**config.mk**
```make
export PLATFORM = sky130hd
export DESIGN_NAME = sleep_wakeup_event_logic
export DESIGN_NICKNAME = d
export VERILOG_FILES = /design/src/hdl/wake_pkg.sv /design/src/hdl/sleep_wakeup_event_logic.sv
export VERILOG_INCLUDE_DIRS = /design/src /design/src/hdl
export SDC_FILE = /design/constraint.sdc
export NUM_CORES = 1
export LEC_CHECK = 0
export ABC_AREA = 1
export BUFFER_PORTS_ARGS = -buffer_cell sky130_fd_sc_hd__buf_2
export CAP_MARGIN = 40
export CORE_UTILIZATION = 30
export CTS_CLUSTER_DIAMETER = 200
export DETAILED_ROUTE_END_ITERATION = 7
export HOLD_SLACK_MARGIN = 0.08
export SLEW_MARGIN = 20
export SYNTH_ARGS = -nofsm -noshare
export SYNTH_HDL_FRONTEND = slang
export SYNTH_SLANG_ARGS = --single-unit
export TNS_END_PERCENT = 50
```
**constraint.sdc**
```tcl
create_clock -name pclk -period 2.9 [get_ports pclk]
set_input_delay 0.58 -clock pclk [delete_from_list [all_inputs] [get_ports pclk]]
set_output_delay 0.58 -clock pclk [all_outputs]
set_load 0.02 [all_outputs]
```
**src/hdl/wake_defs.svh**
```systemverilog
// Purpose: Named offsets, field positions, reset values and timing for the wake-up logic.
// Assumes: Register indexes times four give APB byte addresses.
// Notes: Definitions only.
`ifndef WAKE_DEFS_SVH
`define WAKE_DEFS_SVH
// ----------------------------------------------------------------------------
// Register indexes
// ----------------------------------------------------------------------------
`define IDX_TIMER_CONTROL 10'h088
`define IDX_RTC_CONFIG 10'h0A1
`define IDX_RTC_CONFIG_TWO 10'h0A2
`define IDX_PORT0_PULLUP 10'h0B2
`define IDX_PORT1_PULLUP 10'h0B3
`define IDX_PORT2_PULLUP 10'h0B4
`define IDX_POWER_CONTROL 10'h0C5
`define IDX_WAKE_STATUS 10'h0E0
`define IDX_WAKE_MASK 10'h0E1
`define IDX_WAKE_ENABLE 10'h0E2
`define IDX_POWER_IRQ_ENABLE 10'h0EC
`define IDX_TEMP_SUPPLY_DELTA 10'h0F3
`define IDX_PERIPHERAL_CONFIG 10'h0F4
`define IDX_POWER_IRQ_FLAGS 10'h0F8
`define IDX_SCRATCH0 10'h0FB
`define IDX_IRQ_PIN_CONFIG 10'h0FF
// ----------------------------------------------------------------------------
// Field positions
// ----------------------------------------------------------------------------
`define TC_PIN0_EDGE_SELECT 0
`define TC_PIN1_EDGE_SELECT 2
`define RTC_INTERVAL_FLAG 2
`define RTC_ALARM_FLAG 6
`define RTC_FLAG_MASK 8'h44
`define RTC2_ALARM_EN_MASK 8'h3F
`define PIC_PIN0_WAKE_ENABLE 0
`define PIC_PIN1_HI 3
`define PIC_PIN1_LO 2
`define PWR_SLEEP_BIT 4
`define PWR_LCD_SLEEP_ON 0
`define PIE_SUPPLY_ADC_WAKE 3
`define PIF_SUPPLY_ADC_CHANGE 3
`define PIF_SUPPLY_RESTORED 7
`define DELTA_TEMP_SLEEP_MASK 8'hE0
`define PER_RX_HI 1
`define PER_RX_LO 0
`define PER_RAIL_SOURCE 6
`define PER_RX_EDGE_FLAG 7
`define PER_RW_MASK 8'h3F
`define WEN_TEMP 0
`define WEN_RTC_INTERVAL 1
// Wake status bit positions.
`define WS_TEMP 0
`define WS_SUPPLY_ADC 1
`define WS_RESTORED 2
`define WS_INTERVAL 3
`define WS_ALARM 4
`define WS_PIN0 5
`define WS_PIN1 6
`define WS_RX 7
`define WS_RESET 8
// ----------------------------------------------------------------------------
// Reset values and timing
// ----------------------------------------------------------------------------
`define BYTE_ZERO 8'h00
`define PULLUP_RESET 8'hFF
`define STATUS_ZERO 9'h000
`define CLK_PERIOD_NS 50
`define POWERUP_NS 400
`define POWERUP_CYC (`POWERUP_NS / `CLK_PERIOD_NS)
`define CNT_ONE 4'h1
`endif

```
**src/hdl/wake_pkg.sv**
```systemverilog
// Purpose: Types shared by the wake-up logic.
// Assumes: Field widths as in wake_defs.svh.
// Notes: Holds types only.
package wake_pkg;
   typedef enum logic [1:0] {ST_AWAKE, ST_SLEEP, ST_POWERUP} power_state_e;
   typedef struct packed {
      logic [7:0] timer_control;
      logic [7:0] rtc_config;
      logic [7:0] rtc_config_two;
      logic [7:0] port0_pullup_enable;
      logic [7:0] port1_pullup_enable;
      logic [7:0] port2_pullup_enable;
      logic [7:0] power_control;
      logic [8:0] wake_status;
      logic [8:0] wake_mask;
      logic [7:0] wake_enable;
      logic [7:0] power_irq_enable;
      logic [7:0] temp_supply_delta;
      logic [7:0] peripheral_config;
      logic [7:0] power_irq_flags;
      logic [3:0][7:0] retained_scratch_regs;
      logic [7:0] irq_pin_config;
   } regs_s;
   typedef struct packed {
      logic temp_change;
      logic supply_adc_change;
      logic supply_restored;
      logic rail_to_battery;
      logic rtc_interval;
      logic rtc_alarm;
   } peripheral_config_evt_s;
endpackage

```
**src/hdl/sleep_wakeup_event_logic.sv**
```systemverilog
// Purpose: Always-on sleep and wake-up control with its APB register file.
// Assumes: All inputs synchronous to pclk; event inputs are one-cycle pulses.
// Notes: Registers at byte address four times their index.
// Summary of operation
// Software clears wake flag before sleeping again.
// Temperature change wakes unless sleep measurement off.
// Supply ADC change sets flag bit 3.
// Supply ADC wake gated by enable bit 3.
// Supply restore always wakes, sets rail bit.
// RTC interval wakes, sets interval flag.
// RTC alarm wakes when alarm enables set.
// Pin 0 wakes when enabled, edge selectable.
// Pin 0 wake leaves its edge flag.
// Pin 1 wakes on field 11x, flag unchanged.
// Receive line edge wakes, sets edge flag.
// Reset pin low always wakes from sleep.
// LCD switchable in sleep, memory retained.
// Four scratch registers retained through sleep.
// Pins inputs in sleep, pull-ups per bit.
// Software sets power control bit 4 to sleep.
// Wake restarts core from reset vector.
// Wake requests merged and registered before power-up.
`include "wake_defs.svh"
`timescale 1ns/1ps
`default_nettype none
module sleep_wakeup_event_logic
   import wake_pkg::*;
(
   input wire logic pclk,
   input wire logic presetn,
   input wire logic psel,
   input wire logic penable,
   input wire logic pwrite,
   input wire logic [11:0] paddr,
   input wire logic [31:0] pwdata,
   output logic [31:0] prdata,
   output logic pready,
   output logic pslverr,
   input wire peripheral_config_evt_s peripheral_config_evt,
   input wire logic ext_irq0_n,
   input wire logic ext_irq1_n,
   input wire logic second_uart_rx_line,
   input wire logic ext_reset_n,
   output logic sleep_mode,
   output logic battery_mode,
   output logic core_power_on,
   output logic core_reset_n,
   output logic rtc_vector,
   output logic power_mgmt_vector,
   output logic lcd_enable,
   output logic io_force_input,
   output logic [23:0] pullup_enable,
   output logic irq
);
   // ----------------------------------------------------------------------------
   // Constants
   // ----------------------------------------------------------------------------
   localparam logic [3:0] POWERUP_LAST = 4'(`POWERUP_CYC - 1);

   // ----------------------------------------------------------------------------
   // State
   // ----------------------------------------------------------------------------
   regs_s regs_q;
   regs_s regs_d;
   power_state_e state_q;
   power_state_e state_d;
   logic [3:0] cnt_q;
   logic [3:0] cnt_d;
   logic wake_req_q;
   logic wake_req_d;
   logic pin0_prev_q;
   logic pin1_prev_q;
   logic rx_prev_q;
   logic [31:0] prdata_q;
   logic [31:0] prdata_d;
   logic pslverr_q;
   logic pslverr_d;
   logic ack_q;

   // ----------------------------------------------------------------------------
   // Bus decode
   // ----------------------------------------------------------------------------
   logic access;
   logic wr;
   logic [9:0] idx;
   logic [7:0] wb;
   logic mapped;
   logic [31:0] rdata;

   assign access = psel & penable;
   // The access phase spans two edges; a second write would undo a flag set between them.
   assign wr = access & pwrite & ~ack_q;
   assign idx = paddr[11:2];
   assign wb = pwdata[7:0];

   always_comb begin
      mapped = 1'b1;
      rdata = 32'h0000_0000;
      case (idx)
         `IDX_TIMER_CONTROL: rdata[7:0] = regs_q.timer_control;
         `IDX_RTC_CONFIG: rdata[7:0] = regs_q.rtc_config;
         `IDX_RTC_CONFIG_TWO: rdata[7:0] = regs_q.rtc_config_two;
         `IDX_PORT0_PULLUP: rdata[7:0] = regs_q.port0_pullup_enable;
         `IDX_PORT1_PULLUP: rdata[7:0] = regs_q.port1_pullup_enable;
         `IDX_PORT2_PULLUP: rdata[7:0] = regs_q.port2_pullup_enable;
         `IDX_POWER_CONTROL: rdata[7:0] = regs_q.power_control;
         `IDX_WAKE_STATUS: rdata[8:0] = regs_q.wake_status;
         `IDX_WAKE_MASK: rdata[8:0] = regs_q.wake_mask;
         `IDX_WAKE_ENABLE: rdata[7:0] = regs_q.wake_enable;
         `IDX_POWER_IRQ_ENABLE: rdata[7:0] = regs_q.power_irq_enable;
         `IDX_TEMP_SUPPLY_DELTA: rdata[7:0] = regs_q.temp_supply_delta;
         `IDX_PERIPHERAL_CONFIG: rdata[7:0] = regs_q.peripheral_config;
         `IDX_POWER_IRQ_FLAGS: rdata[7:0] = regs_q.power_irq_flags;
         `IDX_IRQ_PIN_CONFIG: rdata[7:0] = regs_q.irq_pin_config;
         default: begin
            if (idx >= `IDX_SCRATCH0 && idx < `IDX_IRQ_PIN_CONFIG) begin
               rdata[7:0] = regs_q.retained_scratch_regs[2'(idx - `IDX_SCRATCH0)];
            end else begin
               mapped = 1'b0;
            end
         end
      endcase
   end

   // ----------------------------------------------------------------------------
   // Wake sources
   // ----------------------------------------------------------------------------
   logic asleep;
   logic ev_temp;
   logic ev_alarm;
   logic pin0_trig;
   logic pin1_trig;
   logic pin0_wake;
   logic pin1_wake;
   logic rx_edge;
   logic rx_wake;
   logic reset_wake;
   logic [8:0] wake_evt;
   logic [8:0] wake_gate;

   assign asleep = (state_q == ST_SLEEP);
   // Temperature events are dropped when sleep measurement is switched off.
   assign ev_temp = peripheral_config_evt.temp_change
                  & ((regs_q.temp_supply_delta & `DELTA_TEMP_SLEEP_MASK) != `BYTE_ZERO);
   assign ev_alarm = peripheral_config_evt.rtc_alarm
                   & ((regs_q.rtc_config_two & `RTC2_ALARM_EN_MASK) != `BYTE_ZERO);
   // Edge select one: falling edge; zero: low level, as on the timer interrupts.
   assign pin0_trig = regs_q.timer_control[`TC_PIN0_EDGE_SELECT]
                    ? (pin0_prev_q & ~ext_irq0_n) : ~ext_irq0_n;
   assign pin1_trig = regs_q.timer_control[`TC_PIN1_EDGE_SELECT]
                    ? (pin1_prev_q & ~ext_irq1_n) : ~ext_irq1_n;
   assign pin0_wake = pin0_trig & regs_q.irq_pin_config[`PIC_PIN0_WAKE_ENABLE];
   assign pin1_wake = pin1_trig
                    & (regs_q.irq_pin_config[`PIC_PIN1_HI:`PIC_PIN1_LO] == 2'b11);
   assign rx_edge = rx_prev_q ^ second_uart_rx_line;
   assign rx_wake = rx_edge
                  & (regs_q.peripheral_config[`PER_RX_HI:`PER_RX_LO] == 2'b11);
   assign reset_wake = ~ext_reset_n & asleep;

   always_comb begin
      wake_evt = `STATUS_ZERO;
      wake_evt[`WS_TEMP] = ev_temp;
      wake_evt[`WS_SUPPLY_ADC] = peripheral_config_evt.supply_adc_change;
      wake_evt[`WS_RESTORED] = peripheral_config_evt.supply_restored;
      wake_evt[`WS_INTERVAL] = peripheral_config_evt.rtc_interval;
      wake_evt[`WS_ALARM] = ev_alarm;
      wake_evt[`WS_PIN0] = pin0_wake;
      wake_evt[`WS_PIN1] = pin1_wake;
      wake_evt[`WS_RX] = rx_wake;
      wake_evt[`WS_RESET] = reset_wake;
      // Restore and reset pin carry no mask.
      wake_gate = {9{1'b1}};
      wake_gate[`WS_TEMP] = regs_q.wake_enable[`WEN_TEMP];
      wake_gate[`WS_SUPPLY_ADC] = regs_q.power_irq_enable[`PIE_SUPPLY_ADC_WAKE];
      wake_gate[`WS_INTERVAL] = regs_q.wake_enable[`WEN_RTC_INTERVAL];
   end

   // ----------------------------------------------------------------------------
   // Register file next state
   // ----------------------------------------------------------------------------
   // Every sticky flag below applies its write-one clear first and its hardware
   // set after, so an event in the clearing cycle is kept.
   always_comb begin
      regs_d = regs_q;
      prdata_d = prdata_q;
      pslverr_d = 1'b0;
      if (access) begin
         pslverr_d = ~mapped;
         prdata_d = pwrite ? prdata_q : rdata;
      end
      if (wr && mapped) begin
         case (idx)
            `IDX_TIMER_CONTROL: regs_d.timer_control = wb;
            `IDX_RTC_CONFIG: begin
               regs_d.rtc_config = (wb & ~`RTC_FLAG_MASK)
                                 | (regs_q.rtc_config & `RTC_FLAG_MASK & ~wb);
            end
            `IDX_RTC_CONFIG_TWO: regs_d.rtc_config_two = wb;
            `IDX_PORT0_PULLUP: regs_d.port0_pullup_enable = wb;
            `IDX_PORT1_PULLUP: regs_d.port1_pullup_enable = wb;
            `IDX_PORT2_PULLUP: regs_d.port2_pullup_enable = wb;
            `IDX_POWER_CONTROL: regs_d.power_control = wb;
            `IDX_WAKE_STATUS: regs_d.wake_status = regs_q.wake_status & ~pwdata[8:0];
            `IDX_WAKE_MASK: regs_d.wake_mask = pwdata[8:0];
            `IDX_WAKE_ENABLE: regs_d.wake_enable = wb;
            `IDX_POWER_IRQ_ENABLE: regs_d.power_irq_enable = wb;
            `IDX_TEMP_SUPPLY_DELTA: regs_d.temp_supply_delta = wb;
            `IDX_PERIPHERAL_CONFIG: begin
               regs_d.peripheral_config[5:0] = wb[5:0];
               regs_d.peripheral_config[`PER_RX_EDGE_FLAG] =
                  regs_q.peripheral_config[`PER_RX_EDGE_FLAG] & ~wb[`PER_RX_EDGE_FLAG];
            end
            `IDX_POWER_IRQ_FLAGS: regs_d.power_irq_flags = regs_q.power_irq_flags & ~wb;
            `IDX_IRQ_PIN_CONFIG: regs_d.irq_pin_config = wb;
            default: begin
               regs_d.retained_scratch_regs[2'(idx - `IDX_SCRATCH0)] = wb;
            end
         endcase
      end
      // The sleep request bit is a command and never reads back as one.
      regs_d.power_control[`PWR_SLEEP_BIT] = 1'b0;
      if (peripheral_config_evt.supply_adc_change) begin
         regs_d.power_irq_flags[`PIF_SUPPLY_ADC_CHANGE] = 1'b1;
      end
      if (peripheral_config_evt.supply_restored) begin
         regs_d.power_irq_flags[`PIF_SUPPLY_RESTORED] = 1'b1;
         regs_d.peripheral_config[`PER_RAIL_SOURCE] = 1'b1;
      end else if (peripheral_config_evt.rail_to_battery) begin
         regs_d.peripheral_config[`PER_RAIL_SOURCE] = 1'b0;
      end
      if (peripheral_config_evt.rtc_interval) begin
         regs_d.rtc_config[`RTC_INTERVAL_FLAG] = 1'b1;
      end
      if (ev_alarm) begin
         regs_d.rtc_config[`RTC_ALARM_FLAG] = 1'b1;
      end
      if (rx_wake) begin
         regs_d.peripheral_config[`PER_RX_EDGE_FLAG] = 1'b1;
      end
      // Pin wakes touch nothing in timer_control, so its edge flags stay put.
      regs_d.wake_status = regs_d.wake_status | (wake_evt & wake_gate);
   end

   // ----------------------------------------------------------------------------
   // Power state machine
   // ----------------------------------------------------------------------------
   always_comb begin
      state_d = state_q;
      cnt_d = cnt_q;
      wake_req_d = asleep & ((wake_evt & wake_gate) != `STATUS_ZERO);
      case (state_q)
         ST_AWAKE: begin
            if (wr && idx == `IDX_POWER_CONTROL && wb[`PWR_SLEEP_BIT]) begin
               state_d = ST_SLEEP;
            end
         end
         ST_SLEEP: begin
            if (wake_req_q) begin
               state_d = ST_POWERUP;
               cnt_d = 4'h0;
            end
         end
         ST_POWERUP: begin
            if (cnt_q == POWERUP_LAST) begin
               state_d = ST_AWAKE;
            end else begin
               cnt_d = cnt_q + `CNT_ONE;
            end
         end
         default: state_d = ST_AWAKE;
      endcase
   end

   always_ff @(posedge pclk or negedge presetn) begin
      if (!presetn) begin
         regs_q <= '0;
         regs_q.port0_pullup_enable <= `PULLUP_RESET;
         regs_q.port1_pullup_enable <= `PULLUP_RESET;
         regs_q.port2_pullup_enable <= `PULLUP_RESET;
         state_q <= ST_AWAKE;
         cnt_q <= 4'h0;
         wake_req_q <= 1'b0;
         pin0_prev_q <= 1'b1;
         pin1_prev_q <= 1'b1;
         rx_prev_q <= 1'b1;
         prdata_q <= 32'h0000_0000;
         pslverr_q <= 1'b0;
      end else begin
         regs_q <= regs_d;
         state_q <= state_d;
         cnt_q <= cnt_d;
         wake_req_q <= wake_req_d;
         pin0_prev_q <= ext_irq0_n;
         pin1_prev_q <= ext_irq1_n;
         rx_prev_q <= second_uart_rx_line;
         prdata_q <= prdata_d;
         pslverr_q <= pslverr_d;
      end
   end

   // ----------------------------------------------------------------------------
   // Outputs
   // ----------------------------------------------------------------------------
   // Read data lands one edge after the access phase opens, so pready waits
   // one cycle; this keeps prdata a flop output.
   always_ff @(posedge pclk or negedge presetn) begin
      if (!presetn) begin
         ack_q <= 1'b0;
      end else begin
         ack_q <= access & ~ack_q;
      end
   end

   assign pready = ack_q;
   assign prdata = prdata_q;
   assign pslverr = pslverr_q & ack_q;
   assign sleep_mode = asleep;
   // Battery mode starts only once the core leaves its power-up reset.
   assign battery_mode = (state_q == ST_AWAKE) & ~regs_q.peripheral_config[`PER_RAIL_SOURCE];
   assign core_power_on = ~asleep;
   // Holding the core in reset until power-up ends restarts it at its reset vector.
   assign core_reset_n = (state_q == ST_AWAKE);
   assign rtc_vector = (regs_q.rtc_config & `RTC_FLAG_MASK) != `BYTE_ZERO;
   assign power_mgmt_vector = regs_q.power_irq_flags[`PIF_SUPPLY_ADC_CHANGE]
                            | regs_q.power_irq_flags[`PIF_SUPPLY_RESTORED];
   // LCD memory sits in this always-on domain; only the drive is switched.
   assign lcd_enable = ~asleep | regs_q.power_control[`PWR_LCD_SLEEP_ON];
   assign io_force_input = asleep;
   assign pullup_enable = {regs_q.port2_pullup_enable, regs_q.port1_pullup_enable,
                           regs_q.port0_pullup_enable};
   assign irq = (regs_q.wake_status & regs_q.wake_mask) != `STATUS_ZERO;
endmodule
`default_nettype wire

```
==> flow_summary_export.csv <==
group,metric,value,unit
routing,wl,27.5,mm
floorplanning,die-area,31100,um2
place,dp_hpwl,20.3,mm
sta,finClkSkew,0.0222,ns
hold_path,min_path_type,"in2async",
worst_setup_path,startpoint_type,"input pin",
power_and_ir_drop,seq_power_share,45.7,%
outcome,outcome,"completed",
sta,finalMaxSlewViolations,0,
clock_network,hold_buffers,0,
worst_setup_path,critPathSlowestCell,"nand4_1",
routing,drc_errors,0,
clock_network,cts_buffer_depth,2,
power_and_ir_drop,cellInternalPower,3.85,mW
yosys,yosys_warnings,0,
routing,wl_met2,13.2,mm
clock_network,cts_setup_buffers,0,
floorplanning,die_y,176,um
worst_setup_path,r2r_slack,1.06,ns
place,numPortBuffers,77,
final_layout,drive_gt1_share,16.5,%
routing,drt_iter0_drc,755,
yosys,syn_inst,1171,
routing,drtAntennaViolNets,0,
grt,grt_max_degree,74,
power_and_ir_drop,powerDensity,530,nW/um2
routing,routed.top_layer,"met4",
routing,wl_met3,1.37,mm
clock_network,cts_buffers,17,
clock_network,cts.sinks,174,
yosys,synth.distinct_cells,38,
power_and_ir_drop,sw_frac_of_total,30.4,%
final_layout,layout_commonest_cell,"nand2_1",
power_and_ir_drop,combPwrFrac,8.5,%
clock_network,clockRootBuffer,"clkbuf_16",
worst_setup_path,reg2reg_from,"pready$_DFF_PN0_",
yosys,ys_ff_latch,174,
routing,first_pass_iters,5,
clock_network,insertion_delay,0.45,ns
yosys,synth.area.top_cells,"dfrtp_1, nand2_1, dfstp_2, o21ai_0, buf_4",
worst_setup_path,crit_fanout,9,
grt,grt_pass1_wl,42.9,mm
grt,grt_overflow,0,
worst_setup_path,crit_type,"in2reg",
yosys,yosysSeqAreaShare,48.1,%
job,maxCapViolCount,0,
sta,fin_crit,2.42,ns
yosys,synth_area_leader_cell,"dfrtp_1",
place,dp.cells,1602,
clock_network,htreeDepth,4,
power_and_ir_drop,power_switching,1.69,mW
sta,max_freq,0.414,GHz
yosys,netlist.area_leader.share,40.3,%
sta,rsz0062_at_grt,"false",
worst_setup_path,critical_path_arrival,2.74,ns
power_and_ir_drop,peakVddDrop,0.437,mV
routing,post_drt_wl_per_cell,16.8,um
sta,setup_tns,0,ns
yosys,syn_area_per_cell,7.80,um2
sta,finalSetupViolCount,0,
sta,period_share,83.3,%
worst_setup_path,cp_common_cell,"nand2_1",
final_layout,final_cell_mix,"nand2_1, dfrtp_1, o21ai_0",
worst_setup_path,reg2reg_depth,7,
clock_network,clkTransAtPathRegs,0.09,ns
floorplanning,boundaryPins,126,
place,gp_congestion,0.888,
final_layout,antenna_cells,0,
final_layout,syn_to_final_growth,14.5,%
power_and_ir_drop,power,5.54,mW
grt,globalRouteTotalUtil,18.1,%
power_and_ir_drop,clockPowerShare,45.8,%
yosys,syn_area,9130,um2
final_layout,layout.cells.non_filler,1635,
worst_setup_path,setup.worst_path.end_class,"flip-flop",
worst_setup_path,required,3.23,ns
routing,wl_met1,12.3,mm
power_and_ir_drop,p_leak,5.16,nW
clock_network,cts-resized-gates,0,
sta,worst_pin_slew,0.799,ns
floorplanning,initial_utilization,30.6,%
worst_setup_path,cp-startpoint,"paddr[3]",
floorplanning,die_w,176,um
grt,grt_pass1_vias,7486,
grt,antenna_found_initial,0,
routing,num_vias,7990,
floorplanning,fp.coreArea,29800,um2
sta,hold_viol_final,0,
worst_setup_path,path_cells,"buf_2 -> inv_1 -> ha_1 -> inv_1 -> nor2_1 -> nand2_1 -> nor2_2 -> nor2_1 -> nand2_1 -> nor2_4 -> buf_4 -> nand2_1 -> inv_1 -> nand4_1 -> nand2_1 -> nand2_1",
final_layout,fin_nets,1300,
worst_setup_path,cp_slowest_stage_delay,0.35,ns
floorplanning,rows,63,
routing,avgViaCountPerCell,4.89,
clock_network,cts_tree,"yes",
sta,max_slew_margin,46.3,%
-- cells in the mapped netlist (all sizes together) --
master and n:
nand3b 1, a32oi 8, nor3 3, o21a 1, clkinv 4, or2 2
clkbuf 24, inv 62, a221oi 2, dfrtp 147, nand4 57, buf 70
nand2 463, nand3 45, a21oi 21, o21ai 129, ha 9, a41oi 1
o311ai 1, dfstp 27, o31ai 1, conb 1, nor3b 1, nor2 89
xnor2 2
-- worst max-delay path, delay by kind of cell --
kind	cells	cell delay [ns]
adders and majority gates	1	0.24
buffers and inverters	5	0.70
and+or+nand+nor	10	1.21
-- power groups by stage --
| stage | Sequential (mW) | Clock (mW) | Combinational, mW |
|---|---|---|---|
| after floorplan | 2.58 | 0 | 0.284 |
| after detailed placement | 2.58 | 0 | 0.473 |
| final | 2.53 | 2.54 | 0.468 |
| after CTS | 2.53 | 2.57 | 0.473 |
| after global routing | 2.54 | 2.67 | 0.521 |
| after global placement | 2.58 | 0 | 0.467 |
-- final cells by class --
| class | count | area, um2 |
|---|---|---|
| clock buffer | 17 | 425 |
| clock inverter | 15 | 226 |
| fill | 3156 | 19300 |
| inverter | 66 | 249 |
| multi-input combinational | 859 | 3950 |
| sequential | 174 | 4390 |
| tap | 390 | 488 |
| timing repair buffer | 114 | 724 |
-- how the worst min path moves through the flow --
stage / slack, ns / startpoint / cells after the start / endpoint
after floorplan: 0.28 / presetn / 0 / asynchronous set/reset pin
after global placement: 0.45 / wake_req_q$_DFF_PN0_ / 1 / state_q[0]$_DFFE_PN0P_
after detailed placement: 0.46 / flip-flop / 2 / flip-flop
after CTS: 0.19 / presetn / 1 / regs_q[105]$_DFFE_PN0P_
after global routing: 0.21 / presetn / 1 / regs_q[136]$_DFFE_PN0P_
final: 0.16 / presetn / 1 / regs_q[135]$_DFFE_PN0P_
-- logic make-up after synthesis --
group,after synthesis,synth area share (%)
DFF,174,48.1
other,1,0.0411
adders and majority gates,9,1.23
AOI/OAI and AO/OA,164,9.54
buffers and inverters,160,9.69
and+or+nand+nor,661,31.3
xor gates and xnor gates,2,0.192
-- routing by layer --
layer	up-vias	GRT usage [%]
li1	3862	-
met1	3845	23.9
met2	248	29.9
met3	35	3.14
met4	0	5.85
met5	-	0
-- through the flow --
| stage | util [%] | instance area (um2) | setup WS [ns] | hold WS (ns) |
|---|---|---|---|---|
| final | 35.1 | 10500 | 0.484 | 0.155 |
| after global routing | 35.1 | 10500 | 0.219 | 0.206 |
| after CTS | 35.0 | 10400 | 0.539 | 0.186 |
| after detailed placement | 32.9 | 9790 | 0.0864 | 0.459 |
| after global placement | 32.9 | 9790 | 0.143 | 0.451 |
| after floorplan | - | 9230 | 0.0186 | 0.284 |
No activity file was read; power rests on OpenSTA's default activity.
